==> config.mk <==
export PLATFORM = sky130hd
export DESIGN_NAME = fsk_tone_reload
export DESIGN_NICKNAME = d
export VERILOG_FILES = /design/src/rtl/fsk_pkg.sv /design/src/rtl/fsk_coef_if.sv /design/src/rtl/fsk_coef_bank.sv /design/src/rtl/fsk_tone_reload.sv
export SDC_FILE = /design/constraint.sdc
export NUM_CORES = 1
export LEC_CHECK = 0
export ABC_CLOCK_PERIOD_IN_PS = 6200
export BUFFER_PORTS_ARGS = -buffer_cell sky130_fd_sc_hd__buf_2
export CAP_MARGIN = 20
export CORE_ASPECT_RATIO = 0.9
export CORE_MARGIN = 3
export CORE_UTILIZATION = 50
export CTS_CLUSTER_SIZE = 20
export DETAILED_ROUTE_END_ITERATION = 16
export PLACE_DENSITY = 0.66
export SYNTH_ARGS = -nofsm -noshare
export SYNTH_HDL_FRONTEND = slang
export SYNTH_SLANG_ARGS = --single-unit
export TNS_END_PERCENT = 30
==> constraint.sdc <==
create_clock -name clk -period 6.2 [get_ports clk]
set_input_delay 0.93 -clock clk [delete_from_list [all_inputs] [get_ports clk]]
set_output_delay 0.93 -clock clk [all_outputs]
set_load 0.005 [all_outputs]
==> src/rtl/fsk_pkg.sv <==
package fsk_pkg;

  // =====================================================================
  // widths
  localparam int unsigned DATA_W  = 32;
  localparam int unsigned COEF_W  = 16;
  localparam int unsigned IDX_W   = 8;
  localparam int unsigned ADDR_W  = 12;
  localparam int unsigned SEL_W   = 3;
  localparam int unsigned NCOEF   = 6;

  // =====================================================================
  // register indices, byte address is four times the index
  localparam logic [IDX_W-1:0] IDX_REFRESH_CTRL = 8'h20;
  localparam logic [IDX_W-1:0] IDX_SPACE_AMP    = 8'h63;
  localparam logic [IDX_W-1:0] IDX_SPACE_FREQ   = 8'h64;
  localparam logic [IDX_W-1:0] IDX_MARK_AMP     = 8'h65;
  localparam logic [IDX_W-1:0] IDX_MARK_FREQ    = 8'h66;
  localparam logic [IDX_W-1:0] IDX_S2M_GAIN     = 8'h67;
  localparam logic [IDX_W-1:0] IDX_M2S_GAIN     = 8'h68;
  localparam logic [IDX_W-1:0] IDX_KEYING_CTRL  = 8'h6C;
  localparam logic [IDX_W-1:0] IDX_TIMER_CTRL   = 8'h70;
  localparam logic [IDX_W-1:0] IDX_NEXT_SYMBOL  = 8'h71;
  localparam logic [IDX_W-1:0] IDX_TONE1_AMP    = 8'h72;
  localparam logic [IDX_W-1:0] IDX_TONE1_FREQ   = 8'h73;
  localparam logic [IDX_W-1:0] IDX_TIMER_PERIOD = 8'h74;
  localparam logic [IDX_W-1:0] IDX_STATUS       = 8'h75;

  // slots inside the coefficient bank
  localparam logic [SEL_W-1:0] SLOT_SPACE_AMP  = 3'd0;
  localparam logic [SEL_W-1:0] SLOT_SPACE_FREQ = 3'd1;
  localparam logic [SEL_W-1:0] SLOT_MARK_AMP   = 3'd2;
  localparam logic [SEL_W-1:0] SLOT_MARK_FREQ  = 3'd3;
  localparam logic [SEL_W-1:0] SLOT_S2M_GAIN   = 3'd4;
  localparam logic [SEL_W-1:0] SLOT_M2S_GAIN   = 3'd5;

  // =====================================================================
  // field positions
  localparam int unsigned KEYING_EN_BIT  = 6;
  localparam int unsigned REFRESH_EN_BIT = 6;
  localparam int unsigned TIMER_RUN_BIT  = 0;
  localparam int unsigned SYMBOL_BIT     = 0;
  localparam int unsigned ST_RUN_BIT     = 0;
  localparam int unsigned ST_ENH_BIT     = 1;
  localparam int unsigned ST_LAST_BIT    = 2;
  localparam int unsigned ST_AMP_LSB     = 16;
  localparam int unsigned GAIN_SHIFT     = 15;

  // =====================================================================
  // reset values
  localparam logic [COEF_W-1:0] COEF_RST   = 16'h0000;
  localparam logic [COEF_W-1:0] PERIOD_RST = 16'h0000;
  localparam logic [DATA_W-1:0] DATA_RST   = 32'h0000_0000;

  typedef enum logic [1:0] {
    APB_IDLE   = 2'b00,
    APB_ACCESS = 2'b01,
    APB_DONE   = 2'b10
  } fsk_apb_state_t;

endpackage

==> src/rtl/fsk_coef_if.sv <==
`timescale 1ns/100ps
interface fsk_coef_if;
  logic                             wrEn;
  logic [fsk_pkg::SEL_W-1:0]        wrSlot;
  logic [fsk_pkg::COEF_W-1:0]       wrData;
  logic [fsk_pkg::SEL_W-1:0]        rdSlot;
  logic [fsk_pkg::COEF_W-1:0]       rdData;
  logic                             nextSymbol;
  logic                             lastSymbol;
  logic [fsk_pkg::COEF_W-1:0]       selAmp;
  logic [fsk_pkg::COEF_W-1:0]       selFreq;
  logic [fsk_pkg::COEF_W-1:0]       selGain;
  logic                             transition;

  modport bank (
    input  wrEn, wrSlot, wrData, rdSlot, nextSymbol, lastSymbol,
    output rdData, selAmp, selFreq, selGain, transition
  );
  modport core (
    output wrEn, wrSlot, wrData, rdSlot, nextSymbol, lastSymbol,
    input  rdData, selAmp, selFreq, selGain, transition
  );
endinterface

==> src/rtl/fsk_coef_bank.sv <==
`timescale 1ns/100ps
module fsk_coef_bank (
  // clock and reset
  input  wire logic clk,
  input  wire logic reset_n,
  input  wire logic ce,
  // coefficient port
  fsk_coef_if.bank  cb
);

  logic [fsk_pkg::COEF_W-1:0] coef_r [fsk_pkg::NCOEF];
  logic [fsk_pkg::COEF_W-1:0] rdData_r;
  logic [fsk_pkg::COEF_W-1:0] selAmp_r;
  logic [fsk_pkg::COEF_W-1:0] selFreq_r;
  logic [fsk_pkg::COEF_W-1:0] selGain_r;
  logic                       transition_r;

  // =====================================================================
  // storage
  always_ff @(posedge clk or negedge reset_n)
  begin
    if (!reset_n)
    begin
      for (int i = 0; i < fsk_pkg::NCOEF; i++)
      begin
        coef_r[i] <= fsk_pkg::COEF_RST;
      end
    end
    else if (ce && cb.wrEn)
    begin
      coef_r[cb.wrSlot] <= cb.wrData;
    end
  end

  // =====================================================================
  // registered selection, settles one cycle after the symbol changes
  always_ff @(posedge clk or negedge reset_n)
  begin
    if (!reset_n)
    begin
      rdData_r     <= fsk_pkg::COEF_RST;
      selAmp_r     <= fsk_pkg::COEF_RST;
      selFreq_r    <= fsk_pkg::COEF_RST;
      selGain_r    <= fsk_pkg::COEF_RST;
      transition_r <= 1'b0;
    end
    else if (ce)
    begin
      rdData_r     <= (cb.rdSlot < fsk_pkg::SEL_W'(fsk_pkg::NCOEF)) ? coef_r[cb.rdSlot]
                                                                : fsk_pkg::COEF_RST;
      selAmp_r     <= cb.nextSymbol ? coef_r[fsk_pkg::SLOT_MARK_AMP]
                                    : coef_r[fsk_pkg::SLOT_SPACE_AMP];
      selFreq_r    <= cb.nextSymbol ? coef_r[fsk_pkg::SLOT_MARK_FREQ]
                                    : coef_r[fsk_pkg::SLOT_SPACE_FREQ];
      selGain_r    <= cb.nextSymbol ? coef_r[fsk_pkg::SLOT_S2M_GAIN]
                                    : coef_r[fsk_pkg::SLOT_M2S_GAIN];
      transition_r <= cb.nextSymbol != cb.lastSymbol;
    end
  end

  assign cb.rdData     = rdData_r;
  assign cb.selAmp     = selAmp_r;
  assign cb.selFreq    = selFreq_r;
  assign cb.selGain    = selGain_r;
  assign cb.transition = transition_r;

endmodule

==> src/rtl/fsk_tone_reload.sv <==
// How it works
// - the keyed path is used only while both the keying enable and the refresh enable are one.
// - on timer expiry with a space queued, the space amplitude replaces the tone amplitude.
// - on timer expiry with a space queued, the space frequency replaces the tone frequency.
// - on timer expiry with a mark queued, the mark amplitude replaces the tone amplitude.
// - on timer expiry with a mark queued, the mark frequency replaces the tone frequency.
// - a space-to-mark change scales the loaded amplitude by the space-to-mark gain.
// - a mark-to-space change scales the loaded amplitude by the mark-to-space gain.
//
// The implementer's own choice: the APB interface to the registers.
`timescale 1ns/100ps
module fsk_tone_reload (
  // clock and reset
  input  wire logic                         clk,
  input  wire logic                         reset_n,
  input  wire logic                         ce,
  // apb slave
  input  wire logic                         psel,
  input  wire logic                         penable,
  input  wire logic                         pwrite,
  input  wire logic [fsk_pkg::ADDR_W-1:0]   paddr,
  input  wire logic [fsk_pkg::DATA_W-1:0]   pwdata,
  output logic      [fsk_pkg::DATA_W-1:0]   prdata,
  output logic                              pready,
  output logic                              pslverr,
  // oscillator 1 load
  output logic      [fsk_pkg::COEF_W-1:0]   oscAmplitude,
  output logic      [fsk_pkg::COEF_W-1:0]   oscFrequency,
  output logic                              oscLoad,
  output logic                              enhancedActive
);

  // =====================================================================
  // state
  fsk_pkg::fsk_apb_state_t apbState_r;
  fsk_pkg::fsk_apb_state_t apbState_nxt;

  logic [fsk_pkg::DATA_W-1:0] prdata_r;
  logic                       pready_r;
  logic                       pslverr_r;
  logic                       keyingEn_r;
  logic                       refreshEn_r;
  logic                       timerRun_r;
  logic                       nextSymbol_r;
  logic                       lastSymbol_r;
  logic [fsk_pkg::COEF_W-1:0] tone1Amp_r;
  logic [fsk_pkg::COEF_W-1:0] tone1Freq_r;
  logic [fsk_pkg::COEF_W-1:0] period_r;
  logic [fsk_pkg::COEF_W-1:0] timer_r;
  logic [fsk_pkg::COEF_W-1:0] oscAmp_r;
  logic [fsk_pkg::COEF_W-1:0] oscFreq_r;
  logic                       oscLoad_r;
  logic                       enhanced_r;

  fsk_coef_if coefBus ();

  // =====================================================================
  // gain correction, q1.15 scale
  function automatic logic [fsk_pkg::COEF_W-1:0] applyGain(
    input logic [fsk_pkg::COEF_W-1:0] amp,
    input logic [fsk_pkg::COEF_W-1:0] gain
  );
    logic [2*fsk_pkg::COEF_W-1:0] prod;
    prod      = amp * gain;
    applyGain = prod[fsk_pkg::GAIN_SHIFT +: fsk_pkg::COEF_W];
  endfunction

  // =====================================================================
  // address decode
  wire logic [fsk_pkg::IDX_W-1:0] regIdx    = paddr[fsk_pkg::IDX_W+1:2];
  wire logic                      upperZero = paddr[fsk_pkg::ADDR_W-1:fsk_pkg::IDX_W+2] == '0;
  wire logic                      hitCoef   = upperZero && regIdx >= fsk_pkg::IDX_SPACE_AMP
                                              && regIdx <= fsk_pkg::IDX_M2S_GAIN;
  wire logic [fsk_pkg::IDX_W-1:0] coefOff   = regIdx - fsk_pkg::IDX_SPACE_AMP;
  wire logic                      hitRefresh = upperZero && regIdx == fsk_pkg::IDX_REFRESH_CTRL;
  wire logic                      hitKeying  = upperZero && regIdx == fsk_pkg::IDX_KEYING_CTRL;
  wire logic                      hitTimerC  = upperZero && regIdx == fsk_pkg::IDX_TIMER_CTRL;
  wire logic                      hitSymbol  = upperZero && regIdx == fsk_pkg::IDX_NEXT_SYMBOL;
  wire logic                      hitT1Amp   = upperZero && regIdx == fsk_pkg::IDX_TONE1_AMP;
  wire logic                      hitT1Freq  = upperZero && regIdx == fsk_pkg::IDX_TONE1_FREQ;
  wire logic                      hitPeriod  = upperZero && regIdx == fsk_pkg::IDX_TIMER_PERIOD;
  wire logic                      hitStatus  = upperZero && regIdx == fsk_pkg::IDX_STATUS;
  wire logic                      mapped     = hitCoef || hitRefresh || hitKeying || hitTimerC
                                               || hitSymbol || hitT1Amp || hitT1Freq
                                               || hitPeriod || hitStatus;

  // write commits only at the edge where pready is seen high
  wire logic wrCommit = psel && penable && pwrite && pready_r && !pslverr_r;

  wire logic [fsk_pkg::COEF_W-1:0] wrHalf = pwdata[fsk_pkg::COEF_W-1:0];

  // =====================================================================
  // read mux, bank data already registered from the setup cycle
  logic [fsk_pkg::DATA_W-1:0] readMux;
  always_comb
  begin
    readMux = fsk_pkg::DATA_RST;
    if (hitCoef)
    begin
      readMux[fsk_pkg::COEF_W-1:0] = coefBus.rdData;
    end
    else if (hitRefresh)
    begin
      readMux[fsk_pkg::REFRESH_EN_BIT] = refreshEn_r;
    end
    else if (hitKeying)
    begin
      readMux[fsk_pkg::KEYING_EN_BIT] = keyingEn_r;
    end
    else if (hitTimerC)
    begin
      readMux[fsk_pkg::TIMER_RUN_BIT] = timerRun_r;
    end
    else if (hitSymbol)
    begin
      readMux[fsk_pkg::SYMBOL_BIT] = nextSymbol_r;
    end
    else if (hitT1Amp)
    begin
      readMux[fsk_pkg::COEF_W-1:0] = tone1Amp_r;
    end
    else if (hitT1Freq)
    begin
      readMux[fsk_pkg::COEF_W-1:0] = tone1Freq_r;
    end
    else if (hitPeriod)
    begin
      readMux[fsk_pkg::COEF_W-1:0] = period_r;
    end
    else if (hitStatus)
    begin
      readMux[fsk_pkg::ST_RUN_BIT]  = timerRun_r;
      readMux[fsk_pkg::ST_ENH_BIT]  = enhanced_r;
      readMux[fsk_pkg::ST_LAST_BIT] = lastSymbol_r;
      readMux[fsk_pkg::ST_AMP_LSB +: fsk_pkg::COEF_W] = oscAmp_r;
    end
  end

  // =====================================================================
  // apb handshake: one wait state on every access
  always_comb
  begin
    case (apbState_r)
      fsk_pkg::APB_IDLE:
      begin
        apbState_nxt = (psel && !penable) ? fsk_pkg::APB_ACCESS : fsk_pkg::APB_IDLE;
      end
      fsk_pkg::APB_ACCESS:
      begin
        apbState_nxt = (psel && penable) ? fsk_pkg::APB_DONE : fsk_pkg::APB_IDLE;
      end
      // back to back: the next setup may follow the answer at once
      fsk_pkg::APB_DONE:
      begin
        apbState_nxt = (psel && !penable) ? fsk_pkg::APB_ACCESS : fsk_pkg::APB_IDLE;
      end
      default:
      begin
        apbState_nxt = fsk_pkg::APB_IDLE;
      end
    endcase
  end

  wire logic answerNow = apbState_r == fsk_pkg::APB_ACCESS && psel && penable;

  always_ff @(posedge clk or negedge reset_n)
  begin
    if (!reset_n)
    begin
      apbState_r <= fsk_pkg::APB_IDLE;
      pready_r   <= 1'b0;
      pslverr_r  <= 1'b0;
      prdata_r   <= fsk_pkg::DATA_RST;
    end
    else if (ce)
    begin
      apbState_r <= apbState_nxt;
      pready_r   <= answerNow;
      pslverr_r  <= answerNow && !mapped;
      if (answerNow)
      begin
        prdata_r <= pwrite ? fsk_pkg::DATA_RST : readMux;
      end
    end
  end

  // =====================================================================
  // control registers
  always_ff @(posedge clk or negedge reset_n)
  begin
    if (!reset_n)
    begin
      keyingEn_r   <= 1'b0;
      refreshEn_r  <= 1'b0;
      timerRun_r   <= 1'b0;
      nextSymbol_r <= 1'b0;
      tone1Amp_r   <= fsk_pkg::COEF_RST;
      tone1Freq_r  <= fsk_pkg::COEF_RST;
      period_r     <= fsk_pkg::PERIOD_RST;
    end
    else if (ce && wrCommit)
    begin
      if (hitKeying)
      begin
        keyingEn_r <= pwdata[fsk_pkg::KEYING_EN_BIT];
      end
      if (hitRefresh)
      begin
        refreshEn_r <= pwdata[fsk_pkg::REFRESH_EN_BIT];
      end
      if (hitTimerC)
      begin
        timerRun_r <= pwdata[fsk_pkg::TIMER_RUN_BIT];
      end
      if (hitSymbol)
      begin
        nextSymbol_r <= pwdata[fsk_pkg::SYMBOL_BIT];
      end
      if (hitT1Amp)
      begin
        tone1Amp_r <= wrHalf;
      end
      if (hitT1Freq)
      begin
        tone1Freq_r <= wrHalf;
      end
      if (hitPeriod)
      begin
        period_r <= wrHalf;
      end
    end
  end

  // =====================================================================
  // coefficient bank
  assign coefBus.wrEn       = wrCommit && hitCoef;
  assign coefBus.wrSlot     = coefOff[fsk_pkg::SEL_W-1:0];
  assign coefBus.wrData     = wrHalf;
  assign coefBus.rdSlot     = hitCoef ? coefOff[fsk_pkg::SEL_W-1:0] : fsk_pkg::SLOT_SPACE_AMP;
  assign coefBus.nextSymbol = nextSymbol_r;
  assign coefBus.lastSymbol = lastSymbol_r;

  fsk_coef_bank u_bank (
    .clk     (clk),
    .reset_n (reset_n),
    .ce      (ce),
    .cb      (coefBus.bank)
  );

  // =====================================================================
  // active timer: period plus one ce cycles between loads
  wire logic timerExpire = timerRun_r && timer_r == '0;

  wire logic enhancedMode = keyingEn_r && refreshEn_r;

  always_ff @(posedge clk or negedge reset_n)
  begin
    if (!reset_n)
    begin
      timer_r <= fsk_pkg::PERIOD_RST;
    end
    else if (ce)
    begin
      if (!timerRun_r || timerExpire)
      begin
        timer_r <= period_r;
      end
      else
      begin
        timer_r <= timer_r - 1'b1;
      end
    end
  end

  // =====================================================================
  // oscillator 1 load
  wire logic [fsk_pkg::COEF_W-1:0] keyedAmp =
    coefBus.transition ? applyGain(coefBus.selAmp, coefBus.selGain) : coefBus.selAmp;

  always_ff @(posedge clk or negedge reset_n)
  begin
    if (!reset_n)
    begin
      oscAmp_r     <= fsk_pkg::COEF_RST;
      oscFreq_r    <= fsk_pkg::COEF_RST;
      oscLoad_r    <= 1'b0;
      enhanced_r   <= 1'b0;
      lastSymbol_r <= 1'b0;
    end
    else if (ce)
    begin
      oscLoad_r  <= timerExpire;
      enhanced_r <= enhancedMode;
      if (timerExpire && enhancedMode)
      begin
        oscAmp_r     <= keyedAmp;
        oscFreq_r    <= coefBus.selFreq;
        lastSymbol_r <= nextSymbol_r;
      end
      else if (timerExpire)
      begin
        oscAmp_r  <= tone1Amp_r;
        oscFreq_r <= tone1Freq_r;
      end
    end
  end

  // =====================================================================
  // outputs
  assign prdata         = prdata_r;
  assign pready         = pready_r;
  assign pslverr        = pslverr_r;
  assign oscAmplitude   = oscAmp_r;
  assign oscFrequency   = oscFreq_r;
  assign oscLoad        = oscLoad_r;
  assign enhancedActive = enhanced_r;

endmodule

After elaboration in Yosys (flattened, before gate mapping)
Cells that the tools add are included.
- logic and storage cells: 145
- input port bits: 50
- register bits: 300
- output and inout port bits: 68
- add/sub/neg operators: 2
- bitwise operators: 2
- order comparisons: 6
- reduce and logical (&&, ||, !) cells: 53
- multiply operators: 1
- eq/ne operators: 11
- muxes and demuxes: 42
- operator list (operator ; number):
    $mux 16 ; 21
    $bwmux 96 ; 1
    $mux 31 ; 2
    $eq 8x7->1 const B ; 7
    $mux 25 ; 2
    $bmux 16 s3 ; 1
    $demux 16 s3 ; 1
    $mux 32 ; 1
    $mul 16x16->31 ; 1
    $logic_and 1x1->1 ; 25
    $reduce_and 2->1 ; 10
    $logic_not 16->1 ; 1
    $sub 16x1->16 const B ; 1
    $mux 13 ; 1
    $mux 6 ; 2
    $logic_or 1x1->1 ; 9
    $mux 3 ; 3
    $eq 8x6->1 const B ; 1
    $ge 4x4->1 const B ; 2
    $ge 8x7->1 const B ; 1
    $le 8x7->1 const B ; 1
    $not 3->4 ; 2
    $mux 1 ; 5
    $logic_not 1->1 ; 4
    other kinds (11) ; 12

Depth between registers and ports, before layout
Gate-level depths: netlist (run 1).
- word-level depth: 13
- mapped depth: 24
- mapped depth without buffers: 22

Hierarchy
A second synthesis (run 1) with hierarchy kept.
- cell total of the unflattened synthesis: 2131
- area total of the unflattened synthesis: 22032.4 um^2
- by module, submodules not included (module ; area an instance (um^2) ; cells an instance ; seq. area each (um^2) ; times used):
    fsk_tone_reload ; 14878.0 ; 1596 ; 3478.3 ; 1
    fsk_coef_bank ; 7154.4 ; 535 ; 4028.9 ; 1

Worst setup path before layout (run 1)
No wires, ideal clock.
- path type: reg-to-reg
- start point: reg u_bank.selAmp_r, in the netlist u_bank.cb.selAmp[8]
- end point: reg oscAmp_r, in the netlist oscAmplitude[14]
- required time: 6.074 ns
- path slack: 0.219 ns
- cell stages (with the launch flop): 23
- path buffers: 2
- period minus slack after synthesis: 5.981 ns
- arrival: 5.855 ns
- setup time: 0.126 ns
- path through: dfrtp_1 -> clkbuf_1 -> clkbuf_1 -> nand2_1 -> fa_1 -> fa_1 -> fa_1 -> fa_1 -> inv_1 -> fa_1 -> inv_1 -> fa_1 -> inv_1 -> ha_1 -> and2_1 -> and3_1 -> a211oi_1 -> a21oi_1 -> nor2_1 -> o21ai_0 -> a311o_1 -> a31oi_1 -> a21oi_1
- cells in the longest elaborated chain, start to end: 3
- ends and longest elaborated chain (item ; RTL line ; source):
    start, declared ; fsk_coef_bank.sv:13 ; logic [fsk_pkg::COEF_W-1:0] selAmp_r;
    start signal, assigned ; fsk_coef_bank.sv:42 ; selAmp_r <= fsk_pkg::COEF_RST;
    start signal, assigned ; fsk_coef_bank.sv:51 ; selAmp_r <= cb.nextSymbol ? coef_r[fsk_pkg::SLOT_MARK_AMP]
    $mul 16x16->31 ; fsk_tone_reload.sv:64 ; prod = amp * gain;
    $mux 16 ; fsk_tone_reload.sv:278 ; coefBus.transition ? applyGain(coefBus.selAmp, coefBus.selGain) : coefBus.selAmp;
    $mux 16 ; fsk_tone_reload.sv:294 ; if (timerExpire && enhancedMode)
    end signal, assigned ; fsk_tone_reload.sv:284 ; oscAmp_r <= fsk_pkg::COEF_RST;
    end signal, assigned ; fsk_tone_reload.sv:296 ; oscAmp_r <= keyedAmp;
    end signal, assigned ; fsk_tone_reload.sv:302 ; oscAmp_r <= tone1Amp_r;
    end, declared ; fsk_tone_reload.sv:50 ; logic [fsk_pkg::COEF_W-1:0] oscAmp_r;
Every way passes these cells.
A chain may end at the register's enable or synchronous reset.

Final worst setup path (run 1)
- start point: reg u_bank.selGain_r, in the netlist u_bank.cb.selGain[4]
- end point: reg oscAmp_r, in the netlist oscAmplitude[0]
- cells in the longest elaborated chain, start to end: 3
- ends and longest elaborated chain (item ; RTL line ; source):
    start, declared ; fsk_coef_bank.sv:15 ; logic [fsk_pkg::COEF_W-1:0] selGain_r;
    start signal, assigned ; fsk_coef_bank.sv:44 ; selGain_r <= fsk_pkg::COEF_RST;
    start signal, assigned ; fsk_coef_bank.sv:55 ; selGain_r <= cb.nextSymbol ? coef_r[fsk_pkg::SLOT_S2M_GAIN]
    $mul 16x16->31 ; fsk_tone_reload.sv:64 ;
    $mux 16 ; fsk_tone_reload.sv:278 ;
    $mux 16 ; fsk_tone_reload.sv:294 ;
Every way passes these cells.

==> results of run 1 <==
==> metal layers <==
layer  track usage, %  part of all wire [%]  up-vias
li1                 -                     -     7462
met1             37.7                    44     8441
met2             42.0                    46      514
met3             5.21                   7.1      108
met4             7.42                   3.3        2
met5                0                 0.033        -
==> area by class of cell <==
| cell class | count | area (µm²) |
|---|---|---|
| Fill cell | 3686 | 18200 |
| Multi-Input combinational cell | 1486 | 13100 |
| Sequential cell | 300 | 7530 |
| Timing Repair Buffer | 236 | 1600 |
| Inverter | 239 | 897 |
| Clock buffer | 39 | 833 |
| Tap cell | 555 | 694 |
| Clock inverter | 10 | 143 |
==> power by group <==
| part | internal [mW] | switching, mW | leakage [nW] |
|---|---|---|---|
| clock network | 1.06 | 0.772 | 0.483 |
| registers | 1.99 | 0.0555 | 4.07 |
| logic | 1.52 | 1.90 | 7.60 |
==> worst max-delay path, stage by stage, from the launching register on <==
cell and delay [ps]:
dfrtp_2 460, and2_4 190, fa_1 550, inv_1 60, fa_1 460, fa_1 520
inv_1 60, fa_1 480, fa_1 490, inv_1 50, fa_1 470, inv_1 40
ha_1 280, buf_4 140, a21o_1 190, buf_4 150, a211o_1 280, a21oi_1 150
o21bai_1 100, xor2_1 430, mux2i_1 240, o22ai_1 170
==> synth_stat cells (13+ instances only) <==
cell type    n  share of area, %
nand2_1    236               4.1
nor2_1     135               2.3
o21a_1      18              0.62
dfrtp_1    300                34
fa_1       192                18
and2_1     115               3.3
o211ai_1    17              0.58
a22o_1      25               1.0
a221oi_1    27               1.1
a22oi_1     18              0.62
buf_2       17              0.39
a21oi_1    104               2.4
nand3_1     19              0.43
a31oi_1     22              0.63
o21ai_0     44               1.0
o22ai_1     20              0.57
mux2i_1     82               3.8
clkbuf_1   103               1.8
ha_1       102               5.8
a21o_1      14              0.48
o31ai_1     13              0.45
inv_1      238               4.1
mux2_2     149               7.7
==> path summary, 6_finish.rpt <==
path | start | end | cells after the start
worst max register to register | u_bank.cb.selGain[4] | oscAmplitude[0] | 21
max in group asynchronous | reset_n | period_r[14] | 2
worst max-delay path | u_bank.cb.selGain[4] | oscAmplitude[0] | 21
worst min register to register | u_bank.cb.rdData[2] | u_bank.cb.rdData[2] | 1
worst min-delay path | reset_n | prdata[30] | 1
min in group clk | u_bank.cb.rdData[2] | u_bank.cb.rdData[2] | 1
==> stage by stage <==
step	hold slack, ps	utilization (%)	power, mW	setup slack, ps
after floorplan	451	-	3.85	219
after global placement	461	54.4	5.06	-226
after detailed placement	465	54.4	5.16	-273
after CTS	399	56.9	7.03	-12.0
after global routing	417	57.7	7.82	-32.6
final	379	57.7	7.30	130
==> logic make-up after synthesis <==
family          Yosys count  synth area share, %
simple gates            582                 12.5
buf+inv                 373                 6.55
compound gates          357                 10.9
flops                   300                 34.3
fa+ha+maj               294                 23.4
mux                     232                 11.5
xor+xnor                 21                0.841
==> timing repair <==
action,in CTS,in global routing
pin swaps,1,31
setup buffers,6,14
setup endpoints to repair,9,10
resized for setup,14,53
hold buffers,0,0
==> results.md, run 1 <==
- Outcome: finished, final reports clean
- Buffers added on ports: 99
- Final Non-Filler Cells: 2,865
- Tmin final: 6070 ps
- Syn_area_per_cell: 10.1 µm²
- Wirelength per Cell: 21.4 µm
- Root Driver: clkbuf_16
- Initial drt markers: 1,267
- Max Cap Viol: 0
- Post-synthesis net count: 2,503
- Register bit total from synthesis: 300
- Mapped cell area: 21,900 µm²
- HPWL Detailed: 45,000 µm
- Most frequent cells in the layout: 285 x dfrtp_1, 236 x nand2_1, 233 x inv_1
- Worst min path class: in -> async
- Chip Height: 204 µm
- Via/cell ratio: 5.77
- Post-route clock skew: 22.9 ps
- Largest register FFs: 96
- Area grow syn2layout: 13.6%
- Io pins: 118
- Antenna Cells: 0
- Crit path capture type: flop
- GR Overflow Total: 0
- Die span in x: 226 µm
- Pins over their slew limit: 0
- Aggregate routed wire length: 61,200 µm
- Peak supply drop: 271 µV
- Critical path peak fanout: 6
- Antenna violations before repair: 1
- TNS Setup: 0 ps
- Peak Freq: 0.165 GHz
- Critical path data arrival time: 6550 ps
- Total number of vias: 16,500
- Final hold vios: 0
- Max clock buf depth: 3
- Sequential element share of the synthesized area: 34.3%
- Layout cells sized above 1: 21.8%
- Critical Path RT: 6680 ps
- Skew-Pair Late Insertion Delay: 590 ps
- Mapped Cells: 2,159
- Slew @ Worst Pin: 1130 ps
- Headroom to the max-slew limit: 24.2%
- Number of library cell types mapped by synthesis: 71
- Vias in the first global route: 16,800
- Nets: 2,636
- Core area: 43,100 µm²
- Total global-route track usage: 26.6%
- Pin count of the biggest net entering global routing: 136
- TritonRoute pass-1 iters: 5
- CP startpoint kind: flop
- Most used DFF post-synth: dfrtp_1
- CTS tree: done
- Largest register by flop count: u_bank.coef_r
- Setup CP Type: reg -> reg
- Leakage power: 12.2 nW
- Die ar.: 46,300 µm²
- Yosys warns: 0
- Row count: 72
- Final worst path period share: 97.9%
- Clk sinks: 300
- # setup viols final: 0
- Cell total after placement: 2,795
- First-pass GRT wire length: 95,500 µm
- DRC Markers: 0
- CTS Buf Count: 29
- Worst-path clk slew: 70 ps
- RePlAce Congestion: 0.861
- Starting density of the core: 50.8%
- Setup slack on the worst flop-to-flop path: 130 ps
- Placed Area: 23,400 µm²
- Commonest non-fill, non-tap cell in the layout: dfrtp_1
- Detail Route Antenna Nets: 0
- H-tree Lvls: 1
- Async set-reset flop share out of synthesis: 100%
- PwrDens: 294 nW/µm²
- Post-synth EDFFs: 0
- Finished Cell Area: 24,800 µm²
Power figures use the tool's default switching activity.
==> run 2: changes to the inputs <==
--- a/config.mk
+++ b/config.mk
@@ -11,8 +11,10 @@
 export CORE_ASPECT_RATIO = 0.9
 export CORE_MARGIN = 3
 export CORE_UTILIZATION = 50
+export CTS_BUF_LIST = sky130_fd_sc_hd__clkbuf_8 sky130_fd_sc_hd__clkbuf_16
 export CTS_CLUSTER_SIZE = 20
 export DETAILED_ROUTE_END_ITERATION = 16
+export HOLD_SLACK_MARGIN = 0.05
 export PLACE_DENSITY = 0.66
 export SYNTH_ARGS = -nofsm -noshare
 export SYNTH_HDL_FRONTEND = slang
==> results.md, run 2 (same netlist as run 1, synthesis figures left out) <==
- First-pass GRT wire length: 95,500 µm (unchanged)
- Antenna Cells: 0 (unchanged)
- CTS tree: done
- HPWL Detailed: 45,000 µm (unchanged)
- Slew @ Worst Pin: 1130 ps (+1.62 ps)
- Die ar.: 46,300 µm² (unchanged)
- Fill cells: 3,686 (unchanged)
- Io pins: 118 (unchanged)
- RePlAce Congestion: 0.861 (unchanged)
- Pin count of the biggest net entering global routing: 136 (unchanged)
- Critical Path RT: 6680 ps (about the same)
- Die span in x: 226 µm (unchanged)
- Grt met3 use: 5.21% (unchanged)
- Layout cells sized above 1: 21.8% (unchanged)
- Grt met1 use: 37.7% (unchanged)
- Largest register by flop count: u_bank.coef_r
- Post-route clock skew: 22.2 ps (-0.704 ps)
- Peak supply drop: 272 µV (about the same)
- Most frequent cells in the layout: 285 x dfrtp_1, 236 x nand2_1, 236 x inv_1
- Met2 usage: 42.0% (unchanged)
- Max Cap Viol: 0 (unchanged)
- Finished Cell Area: 24,800 µm² (unchanged)
- Tmin final: 6070 ps (+0.847 ps)
- Skew-Pair Late Insertion Delay: 590 ps (about the same)
- Pins over their slew limit: 0 (unchanged)
- Hold_ws: 372 ps (-7.07 ps)
- Starting density of the core: 50.8% (unchanged)
- Placed Area: 23,400 µm² (unchanged)
- Critical path peak fanout: 6 (unchanged)
- Critical path data arrival time: 6550 ps (about the same)
- Nets: 2,636 (unchanged)
- Multi-input gate area in the final layout: 13,100 µm² (unchanged)
- Peak Freq: 0.165 GHz (about the same)
- # setup viols final: 0 (unchanged)
- Cell total after placement: 2,795 (unchanged)
- Crit path capture type: flop
- Largest register FFs: 96 (unchanged)
- Setup CP Type: reg -> reg
- Pre-CTS setup slack: -273 ps (unchanged)
- Chip Height: 204 µm (unchanged)
- PwrDens: 294 nW/µm² (about the same)
- Worst min path class: in -> async
- Leakage power: 12.2 nW (+0.10%)
- Outcome: finished, final reports clean
- Row count: 72 (unchanged)
- Reg area: 7530 µm² (unchanged)
- Max clock buf depth: 3 (unchanged)
- Total number of vias: 16,500 (-0.15%)
- Worst-path clk slew: 70 ps (about the same)
- Root Driver: clkbuf_16
- Core area: 43,100 µm² (unchanged)
- Headroom to the max-slew limit: 24.1% (-0.11 points)
- CTS Buf Count: 29 (unchanged)
- CTS Hold Bufs: 0 (unchanged)
- GR Overflow Total: 0 (unchanged)
- Clk sinks: 300 (unchanged)
- Tot Pwr: 7.29 mW (about the same)
- Final hold vios: 0 (unchanged)
- Detail Route Antenna Nets: 0 (unchanged)
- Wirelength per Cell: 21.4 µm (about the same)
- Vias in the first global route: 16,800 (unchanged)
- DRC Markers: 0 (unchanged)
- Initial drt markers: 1,270 (+0.24%)
- Final worst path period share: 97.9% (about the same)
- Commonest non-fill, non-tap cell in the layout: dfrtp_1
- Final Non-Filler Cells: 2,865 (unchanged)
- GR peak layer: met2
- H-tree Lvls: 1 (unchanged)
- Antenna violations before repair: 1 (unchanged)
- TritonRoute pass-1 iters: 6 (+1)
- Buffers added on ports: 99 (unchanged)
- Total global-route track usage: 26.6% (unchanged)
- Via/cell ratio: 5.76 (-0.15%)
- Area grow syn2layout: 13.6% (unchanged)
- CP startpoint kind: flop
- Aggregate routed wire length: 61,200 µm (about the same)
- Final WS setup: 130 ps (-0.847 ps)
[run 2: changes by cell type in the layout (fill, tap and decap cells not counted)]
| cell | change |
|---|---|
| clkbuf_1 | -3 |
| inv_1 | +3 |
[run 2: layout make-up]
class,count,area share [%]
inverter,239,3.61
clock buffer,36,3.31
tap,555,2.80
sequential,300,30.3
timing repair buffer,236,6.45
clock inverter,13,0.620
multi-input combinational,1486,52.9
[run 2: worst paths after layout]
path	slack, ps	to	cells after the start	start
setup reg to reg	130	oscAmplitude[0]	21	u_bank.cb.selGain[4]
max in group asynchronous	4420	period_r[14]	2	reset_n
hold / removal	370	prdata[30]	1	reset_n
min in group clk	490	u_bank.cb.rdData[2]	1	u_bank.cb.rdData[2]
setup / recovery	130	oscAmplitude[0]	21	u_bank.cb.selGain[4]
hold reg to reg	490	u_bank.cb.rdData[2]	1	u_bank.cb.rdData[2]
[run 2: critical path, cell delays in order (launching register included)]
cell	delay, ps
dfrtp_2	460
and2_4	190
fa_1	550
inv_1	60
fa_1	460
fa_1	520
inv_1	60
fa_1	480
fa_1	490
inv_1	50
fa_1	470
inv_1	40
ha_1	280
buf_4	140
a21o_1	190
buf_4	150
a211o_1	280
a21oi_1	150
o21bai_1	100
xor2_1	430
mux2i_1	240
o22ai_1	170
[run 2: per-stage QoR]
stage / utilization (%) / TNS, ps
3_3_place_gp: 54.4 / -918
2_1_floorplan: - / 0
5_1_grt: 57.7 / -98.6
4_1_cts: 56.9 / -11.8
3_5_place_dp: 54.4 / -1350
6_report: 57.7 / 0
[run 2: report_power, final]
part           internal, mW  switching, mW  leakage (nW)  total [mW]
sequential             1.99         0.0555          4.07        2.05
clock                  1.06          0.772         0.496        1.83
combinational          1.52           1.90          7.60        3.42
[run 2: layer usage]
layer | vias to the layer above | share of wire [%]
met5 | - | 0.033
li1 | 7463 | -
met1 | 8420 | 44
met3 | 106 | 7.0
met4 | 2 | 3.3
met2 | 511 | 46
[run 2: what timing repair did]
item / in CTS / in global routing
pin swaps: 1 / 31
gates resized for setup: 14 / 53
setup buffers: 6 / 14
setup endpoints to repair: 9 / 10
